===== config.mk =====
export PLATFORM = sky130hd
export DESIGN_NAME = rts_sequencer
export DESIGN_NICKNAME = d
export VERILOG_FILES = /design/src/verilog/rts_sequencer.v
export VERILOG_INCLUDE_DIRS = /design/src /design/src/verilog
export SDC_FILE = /design/constraint.sdc
export NUM_CORES = 1
export LEC_CHECK = 0
export BUFFER_PORTS_ARGS = -buffer_cell sky130_fd_sc_hd__buf_2
export CORE_ASPECT_RATIO = 0.6
export CORE_MARGIN = 8
export CORE_UTILIZATION = 50
export CTS_CLUSTER_SIZE = 8
export DETAILED_ROUTE_END_ITERATION = 16
export PLACE_DENSITY = 0.66
export SYNTH_ARGS = -nofsm -noshare
export SYNTH_HDL_FRONTEND = slang
export SYNTH_SLANG_ARGS = --single-unit

===== constraint.sdc =====
create_clock -name clk -period 8 [get_ports clk]
set_input_delay 0.8 -clock clk [delete_from_list [all_inputs] [get_ports clk]]
set_output_delay 0.8 -clock clk [all_outputs]
set_load 0.02 [all_outputs]

===== src/verilog/rts_map.vh =====
`ifndef RTS_MAP_VH
`define RTS_MAP_VH

// Register offsets
`define RTS_ADDR_CTRL 8'h00
`define RTS_ADDR_STATUS 8'h01
`define RTS_ADDR_FRAME_LEN 8'h02
`define RTS_ADDR_FRAME_NUM 8'h03
`define RTS_ADDR_BASE_TIME 8'h04
`define RTS_ADDR_LFSR 8'h05
`define RTS_ADDR_FRAME_ADD 8'h06
`define RTS_ADDR_SPACING 8'h07
`define RTS_ADDR_BUF_FIRST 8'h10
`define RTS_ADDR_BUF_LAST 8'h2f

// Control register fields
`define RTS_CTRL_SEND 0
`define RTS_CTRL_PWRDN 1
`define RTS_CTRL_IE 2
`define RTS_CTRL_CODE_LO 3
`define RTS_CTRL_CODE_HI 4
`define RTS_CTRL_INVERT 5
`define RTS_CTRL_DATA 6

// Status register fields
`define RTS_STAT_FLAG 0
`define RTS_STAT_CTS 1

// Spacing register fields
`define RTS_SPC_TIMER_EN 0
`define RTS_SPC_INIT_X40 1

// Coding select values
`define RTS_CODE_MANCH 2'h0
`define RTS_CODE_BIPHASE 2'h1
`define RTS_CODE_NRZ 2'h2
`define RTS_CODE_DIRECT 2'h3

// Random generator reset value and taps, initial random multiplier
`define RTS_LFSR_RESET 7'h40
`define RTS_LFSR_TAPS 7'h60
`define RTS_INIT_RAND_MULT 16'h0028

`endif


===== src/verilog/rts_sequencer.v =====
// Our own choices: the register addresses and the strobed register port.
`timescale 1ns/1ns
`default_nettype none
`include "rts_map.vh"

module rts_sequencer (
  // Clock and reset
  input wire clk,
  input wire rst,
  // Register port
  input wire [7:0] reg_addr,
  input wire [7:0] reg_wdata,
  input wire reg_write,
  input wire reg_read,
  output reg [7:0] reg_rdata,
  // Activity of other units
  input wire lfr_active,
  input wire smi_active,
  input wire mcu_active,
  // Timing strobes and loop lock level
  input wire half_bit_tick,
  input wire ms_tick,
  input wire pll_ready,
  // Analog controls and completion interrupt
  output reg medium_freq_oscillator_enable,
  output reg xtal_enable,
  output reg pll_enable,
  output reg pa_enable,
  output reg rf_data,
  output reg completion_irq
);

  // Sequencer states
  localparam ST_IDLE = 3'd0;
  localparam ST_SPACE = 3'd1;
  localparam ST_WARM = 3'd2;
  localparam ST_TX = 3'd3;
  localparam ST_FINISH = 3'd4;
  localparam ST_DIRECT = 3'd5;

  //////////////////////////////////////////////////////////////////////////
  // Control bits
  reg send; // Transmit request
  reg interframe_power_down; // Oscillators off in gaps
  reg transmit_interrupt_enable; // Gates completion interrupt
  reg [1:0] code; // Coding select
  reg polarity_invert; // Direct-mode inversion
  reg data_bit; // Direct-mode data
  reg transmit_complete_flag; // Sticky completion
  reg [7:0] frame_length_field; // Bits per frame minus one
  reg [3:0] frame_num; // Frames per datagram minus one
  reg [7:0] base_time; // Base spacing in ms
  reg [6:0] lfsr; // Random generator state
  reg [5:0] frame_add; // Per-frame spacing adder
  reg timer_en; // Spacing timer in use
  reg init_x40; // Initial random scaled by forty
  reg [7:0] buf_byte [0:31]; // Data buffer storage
  // Sequencer state
  reg [2:0] state; // Current state
  reg [7:0] bit_idx; // Current buffer bit
  reg half; // Second half of bit
  reg bp_level; // Bi-phase line level
  reg [3:0] frames_sent; // Completed frames
  reg first_space; // Spacing before first frame
  reg [15:0] timer; // Spacing countdown in ms
  // Decoded helpers
  wire [255:0] buf_flat; // Buffer as one bit vector
  wire direct_mode; // Coding select is direct
  wire wr_ctrl; // Control write strobe
  wire clr_flag; // Software flag clear
  wire frame_done; // Last half of last bit
  wire cur_bit; // Bit now on air
  wire [15:0] rand_ms; // Random term
  wire [15:0] init_ms; // Initial interval
  wire [15:0] ifrm_ms; // Interframe interval
  wire [4:0] frame_no; // One-based frame just sent
  reg [15:0] next_interval; // Interval to load
  reg enc_bit; // Encoded line level
  wire osc_on; // Crystal and loop wanted

  //////////////////////////////////////////////////////////////////////////
  // Flatten buffer so that byte zero bit zero is index zero
  genvar gi;
  generate
    for (gi = 0; gi < 32; gi = gi + 1) begin : g_buf
      assign buf_flat[gi*8 +: 8] = buf_byte[gi];
      always @(posedge clk) begin
        if (rst) begin
          buf_byte[gi] <= 8'h00;
        end else if (reg_write &&
                     reg_addr == `RTS_ADDR_BUF_FIRST + gi) begin
          buf_byte[gi] <= reg_wdata;
        end
      end
    end
  endgenerate

  assign direct_mode = (code == `RTS_CODE_DIRECT);
  assign wr_ctrl = reg_write && reg_addr == `RTS_ADDR_CTRL;
  assign clr_flag = reg_write && reg_addr == `RTS_ADDR_STATUS &&
                    reg_wdata[`RTS_STAT_FLAG];
  // Length field plus one bits, so last index equals the field
  assign frame_done = (state == ST_TX) && half_bit_tick && half &&
                      (bit_idx == frame_length_field);
  assign cur_bit = buf_flat[bit_idx];

  //////////////////////////////////////////////////////////////////////////
  // Spacing arithmetic; a zero LFSR contributes nothing
  assign rand_ms = {9'h000, lfsr};
  assign init_ms = {8'h00, base_time} +
                   (init_x40 ? rand_ms * `RTS_INIT_RAND_MULT : rand_ms);
  assign frame_no = {1'b0, frames_sent} + 5'h01;
  assign ifrm_ms = {8'h00, base_time} + rand_ms +
                   ({11'h000, frame_no} * {10'h000, frame_add});

  // Interval picked at entry to a space; zero when timer unused
  always @* begin
    next_interval = 16'h0000;
    if (timer_en) begin
      next_interval = (state == ST_IDLE) ? init_ms : ifrm_ms;
    end
  end

  // Line encoding of current buffer bit
  always @* begin
    case (code)
      `RTS_CODE_MANCH: enc_bit = half ? cur_bit : ~cur_bit;
      `RTS_CODE_BIPHASE: enc_bit = bp_level;
      `RTS_CODE_NRZ: enc_bit = cur_bit;
      default: enc_bit = 1'b0;
    endcase
  end

  //////////////////////////////////////////////////////////////////////////
  // Software-visible control registers
  always @(posedge clk) begin
    if (rst) begin
      interframe_power_down <= 1'b0;
      transmit_interrupt_enable <= 1'b0;
      code <= `RTS_CODE_MANCH;
      polarity_invert <= 1'b0;
      data_bit <= 1'b0;
      frame_length_field <= 8'h00;
      frame_num <= 4'h0;
      base_time <= 8'h00;
      frame_add <= 6'h00;
      timer_en <= 1'b0;
      init_x40 <= 1'b0;
    end else if (reg_write) begin
      // Writes mid-datagram take effect at once; software must not
      case (reg_addr)
        `RTS_ADDR_CTRL: begin
          interframe_power_down <= reg_wdata[`RTS_CTRL_PWRDN];
          transmit_interrupt_enable <= reg_wdata[`RTS_CTRL_IE];
          code <= reg_wdata[`RTS_CTRL_CODE_HI:`RTS_CTRL_CODE_LO];
          polarity_invert <= reg_wdata[`RTS_CTRL_INVERT];
          data_bit <= reg_wdata[`RTS_CTRL_DATA];
        end
        `RTS_ADDR_FRAME_LEN: frame_length_field <= reg_wdata;
        `RTS_ADDR_FRAME_NUM: frame_num <= reg_wdata[3:0];
        `RTS_ADDR_BASE_TIME: base_time <= reg_wdata;
        `RTS_ADDR_FRAME_ADD: frame_add <= reg_wdata[5:0];
        `RTS_ADDR_SPACING: begin
          timer_en <= reg_wdata[`RTS_SPC_TIMER_EN];
          init_x40 <= reg_wdata[`RTS_SPC_INIT_X40];
        end
        default: begin
        end
      endcase
    end
  end

  // Read data, one cycle after the strobe
  always @(posedge clk) begin
    if (rst) begin
      reg_rdata <= 8'h00;
    end else if (reg_read) begin
      if (reg_addr >= `RTS_ADDR_BUF_FIRST &&
          reg_addr <= `RTS_ADDR_BUF_LAST) begin
        reg_rdata <= buf_byte[reg_addr[4:0] ^ 5'h10]; // Base at byte zero
      end else begin
        case (reg_addr)
          `RTS_ADDR_CTRL: reg_rdata <= {1'b0, data_bit, polarity_invert,
                                        code, transmit_interrupt_enable,
                                        interframe_power_down, send};
          `RTS_ADDR_STATUS: reg_rdata <= {1'b0, state, 2'b00,
                                          pa_enable,
                                          transmit_complete_flag};
          `RTS_ADDR_FRAME_LEN: reg_rdata <= frame_length_field;
          `RTS_ADDR_FRAME_NUM: reg_rdata <= {4'h0, frame_num};
          `RTS_ADDR_BASE_TIME: reg_rdata <= base_time;
          `RTS_ADDR_LFSR: reg_rdata <= {1'b0, lfsr};
          `RTS_ADDR_FRAME_ADD: reg_rdata <= {2'b00, frame_add};
          `RTS_ADDR_SPACING: reg_rdata <= {6'h00, init_x40, timer_en};
          default: reg_rdata <= 8'h00;
        endcase
      end
    end else begin
      reg_rdata <= 8'h00;
    end
  end

  //////////////////////////////////////////////////////////////////////////
  // Transmit request: software sets, hardware clears at the end
  always @(posedge clk) begin
    if (rst) begin
      send <= 1'b0;
    end else if (wr_ctrl) begin
      send <= reg_wdata[`RTS_CTRL_SEND]; // Software write wins
    end else if (state == ST_FINISH) begin
      send <= 1'b0;
    end
  end

  // Sticky completion flag, set wins over write-one-clear
  always @(posedge clk) begin
    if (rst) begin
      transmit_complete_flag <= 1'b0;
    end else if (state == ST_FINISH) begin
      transmit_complete_flag <= 1'b1;
    end else if (clr_flag) begin
      transmit_complete_flag <= 1'b0;
    end
  end

  // Random generator; advanced once after each use, writable
  always @(posedge clk) begin
    if (rst) begin
      lfsr <= `RTS_LFSR_RESET;
    end else if (reg_write && reg_addr == `RTS_ADDR_LFSR) begin
      lfsr <= reg_wdata[6:0];
    end else if (state == ST_SPACE && timer == 16'h0000 && timer_en) begin
      lfsr <= {1'b0, lfsr[6:1]} ^ (lfsr[0] ? `RTS_LFSR_TAPS : 7'h00);
    end
  end

  //////////////////////////////////////////////////////////////////////////
  // Datagram sequencer; spacing timer loads on entry to a space
  always @(posedge clk) begin
    if (rst) begin
      state <= ST_IDLE;
      bit_idx <= 8'h00;
      half <= 1'b0;
      bp_level <= 1'b0;
      frames_sent <= 4'h0;
      first_space <= 1'b0;
      timer <= 16'h0000;
    end else begin
      case (state)
        ST_IDLE: begin
          frames_sent <= 4'h0;
          if (send && direct_mode) begin
            state <= ST_DIRECT;
          end else if (send) begin
            state <= ST_SPACE;
            first_space <= 1'b1;
            timer <= next_interval;
          end
        end
        ST_SPACE: begin
          // Timer figure was loaded on entry; count ms ticks
          if (!send) begin
            state <= ST_IDLE;
          end else if (timer == 16'h0000) begin
            state <= ST_WARM;
            first_space <= 1'b0;
          end else if (ms_tick) begin
            timer <= timer - 16'h0001;
          end
        end
        ST_WARM: begin
          if (!send) begin
            state <= ST_IDLE;
          end else if (pll_ready && xtal_enable && half_bit_tick) begin
            // Stale lock ignored while crystal off; start on a tick
            state <= ST_TX;
            bit_idx <= 8'h00;
            half <= 1'b0;
            bp_level <= 1'b1;
          end
        end
        ST_TX: begin
          if (!send) begin
            state <= ST_IDLE;
          end else if (half_bit_tick) begin
            // Crystal-derived ticks pace every half bit
            half <= ~half;
            if (!half) begin
              bp_level <= bp_level ^ cur_bit;
            end else begin
              bp_level <= ~bp_level;
            end
            if (frame_done && frames_sent == frame_num) begin
              state <= ST_FINISH;
            end else if (frame_done) begin
              state <= ST_SPACE;
              frames_sent <= frames_sent + 4'h1;
              timer <= next_interval;
            end else if (half) begin
              bit_idx <= bit_idx + 8'h01;
            end
          end
        end
        ST_FINISH: state <= ST_IDLE;
        ST_DIRECT: begin
          if (!send || !direct_mode) begin
            state <= ST_IDLE;
          end
        end
        default: state <= ST_IDLE;
      endcase
    end
  end

  //////////////////////////////////////////////////////////////////////////
  // Oscillators stay up in gaps unless power-down asked for
  assign osc_on = (state == ST_WARM) || (state == ST_TX) ||
                  (state == ST_DIRECT) ||
                  (state == ST_SPACE && !first_space &&
                   !interframe_power_down);
  // Registered enables; clearing send darkens the amplifier at once
  always @(posedge clk) begin
    if (rst) begin
      medium_freq_oscillator_enable <= 1'b0;
      xtal_enable <= 1'b0;
      pll_enable <= 1'b0;
      pa_enable <= 1'b0;
      rf_data <= 1'b0;
      completion_irq <= 1'b0;
    end else begin
      medium_freq_oscillator_enable <= send | lfr_active | smi_active |
                                       mcu_active;
      xtal_enable <= osc_on;
      pll_enable <= osc_on;
      pa_enable <= send && ((state == ST_TX) ||
                   (state == ST_DIRECT && pll_ready));
      if (state == ST_TX) begin
        rf_data <= enc_bit;
      end else if (state == ST_DIRECT && pll_ready && pa_enable) begin
        rf_data <= data_bit ^ polarity_invert;
      end else begin
        rf_data <= 1'b0;
      end
      completion_irq <= transmit_complete_flag &&
                        transmit_interrupt_enable;
    end
  end
endmodule

`default_nettype wire


==> metrics.txt <==
CP Capture Type=register; DRC=0; R2R setup slack=2.78 ns; drt via density=around 6.4; first-pass GRT wire length=96.47 mm; Top Family by Delay on Critical Path=adder cells; CTS H-tree depth=2; Min Hold Slack=approximately 0.44 ns; met3 usage=between 10% and 20%; Synth area leader=edfxtp_1; Starting Density=50.18%; critical path startpoint category=register; Synth cell types=between 70 and 80; Detailed Route Iter0 Violations=2198; TritonCTS Buffers=49; Post-CTS Resized=0; Sum Neg Setup Slack=0 ns; die width=about 280 um; count leader, synth=and2_1; critical path arrival=5.65 ns; Detail Route Antenna Nets=0; worst path bufs/invs=2; WL final=64.43 mm; DRT Pass-1 Iters=7; Peak Freq=0.1915 GHz; worst clock skew=just under 0.03 ns; CTS clk-pin slew, worst paths=0.05 ns; number of buffers inserted by hold repair at cts=0; register area=9498 um2; fin nets=between 1500 and 2000; Synth Cell Area=~21000 um2; hold crit path type=input port to register; largest net degree at the start of global routing=72; multi-input logic area=between 10000 and 15000 um2; clk_lat worst skew=0.58 ns; slew margin rel.=around 26%; top_reg_cell synth=edfxtp_1; vias in the first global route=~14000; Cell Rows=58; met1 usage=approximately two fifths; top cells by area, synth=edfxtp_1 (37%), mux4_2 (15%), dfxtp_1 (8.6%); number of post-CTS setup repair buffers=0; Max Cap Viol=0; Finished Core Util=between 50% and 60%; core area=around 42000 um2; min cycle time layout=approximately 5.2 ns; YS warnings=0; Post-Synthesis Cells=~1800; Die ar.=approximately 49000 um2; asr flop ratio synth=0%; PortBufs=39; Worst path max stage delay=roughly 0.52 ns; number of flops mapped to enable cells by yosys=around 260; CTS tree=done; detailed-route wire length per cell=27.33 um; fillcell total=about 3500; CTS Sinks=about 350; RD Place Congestion=~0.94; combinational power share=under 10%; Layout Area Growth over Synthesis=8.985%; Post-Syn Nets=~1900; Setup CP Type=register to register; Total Routing Usage GR=around a quarter; Setup violations, final=0; Worst EP required=approximately 8.4 ns; CP max stage cell=dfxtp_1; CP dominant cell by count=fa_1; Synth top cells by count=and2_1 (279), edfxtp_1 (256), mux4_2 (136); final hold viol count=0; grt ovf=0; syn_area_per_cell=between 10 and 15 um2; Seq/Total Area, Yosys=45.55%; internal power=around 3.3 mW; Ports=40; share of layout cells above drive strength 1=14.79%; Synth top area share=between 30% and 40%; Worst Tran Pin Value=1.116 ns; Longest Clk Path Bufs=3; pwr dens=around 190 nW/um2; maximum VDD drop=about 0.13 mV; hpwl dp=about 45 mm; Crit Path Max Fanout=10; synthesis-stage register bit count=~350; cells along the critical path=nand3_1 > xor2_1 > nand2b_1 > fa_1 > fa_1 > fa_1 > fa_1 > inv_1 > ha_1 > inv_1 > o21ai_0 > a2111oi_0 > nor3_1 > a31o_2 > xor2_1 > o21ai_0 > a211oi_1; via count=around 15000; clock network power share=a little under half; grt peak-use layer=met1; final period utilization=65.26%; leakage power=about 7.9 nW; P_sw=around 1.0 mW; clk root buf=clkbuf_16; Die Y=174.1 um; unrepaired setup endpoints after global routing=false; Switching Share=between 20% and 30%; sequential cell fraction of total power=approximately 48%; max-slew violation count=0; met2 global-route usage=33.02%; status=finished clean; initial antenna violation count=2
==> state kept, by name, summed over array words and instances (netlist names), 2 cells and up <==
register / cells
base_time: 8
bit_idx: 8
buf_byte: 256
code: 2
frame_add: 6
frame_length_field: 8
frame_num: 4
frames_sent: 4
lfsr: 7
reg_rdata: 8
state: 3
timer: 16
==> cells in the final DEF (no fill, tap or decap), drive strengths merged, types with 36 or more instances in the layout <==
master / count
a21oi: 73
and2: 279
buf: 56
clkbuf: 64
dfxtp: 90
edfxtp: 256
ha: 49
inv: 53
mux2i: 60
mux4: 136
nand2: 99
nand3: 67
nor2: 130
o21ai: 36
==> power by group through the flow <==
stage          clock, mW  sequential [mW]  combinational (mW)
6_report            1.93             2.05               0.300
5_1_grt             2.01             2.05               0.312
4_1_cts             1.94             2.05               0.293
3_5_place_dp           0             2.08               0.292
3_3_place_gp           0             2.08               0.288
2_1_floorplan          0             2.05               0.191
==> through the flow <==
| step | power (mW) | cell area (um2) | cells | setup WS (ns) |
|---|---|---|---|---|
| after global routing | 4.373 | 22700 | 2356 | 2.371 |
| after floorplan | 2.242 | 20830 | 1792 | 3.100 |
| after detailed placement | 2.372 | 21340 | 2289 | 2.794 |
| after CTS | 4.278 | 22700 | 2355 | 2.789 |
| after global placement | 2.365 | 21340 | 2289 | 2.824 |
| final | 4.278 | 22700 | 2357 | 2.779 |
==> worst min-delay path, cell delays in order <==
cell	delay [ns]
buf_2	0.08
nor4_1	0.04
nor2_1	0.06
==> layout make-up <==
cell class / instances / share of cell area (%)
clock inverter: 2 / 0.2039
tap: 570 / 3.141
sequential: 346 / 41.84
multi-input combinational: 1263 / 46.67
antenna: 2 / 0.02204
timing repair buffer: 56 / 1.444
inverter: 54 / 0.8928
clock buffer: 64 / 5.787
==> final timing paths <==
kind,start,depth (start not counted),end
max,frames_sent[0],17,timer[10]
min,mcu_active,3,medium_freq_oscillator_enable
max reg2reg,frames_sent[0],17,timer[10]
min reg2reg,transmit_complete_flag,2,completion_irq
==> routing by layer <==
metal	part of all wire (%)	wire (um)
met3	15	9809
met2	38	24160
met1	45	29240
met4	1.9	1198
met5	0.020	13
==> cell families (layout without fill, tap and decap cells) <==
logic type	Yosys count	in the layout	synth area share, %
AO/OA/AOI/OAI	250	250	7.916
XOR/XNOR	43	43	1.808
adder cells (fa/ha/maj)	76	76	5.538
buffers and inverters	183	176	3.580
flip-flops	346	346	45.55
multiplexers	197	197	17.64
other	0	2	0
AND/OR/NAND/NOR	697	697	17.97
(Power assumes the default switching activity.)
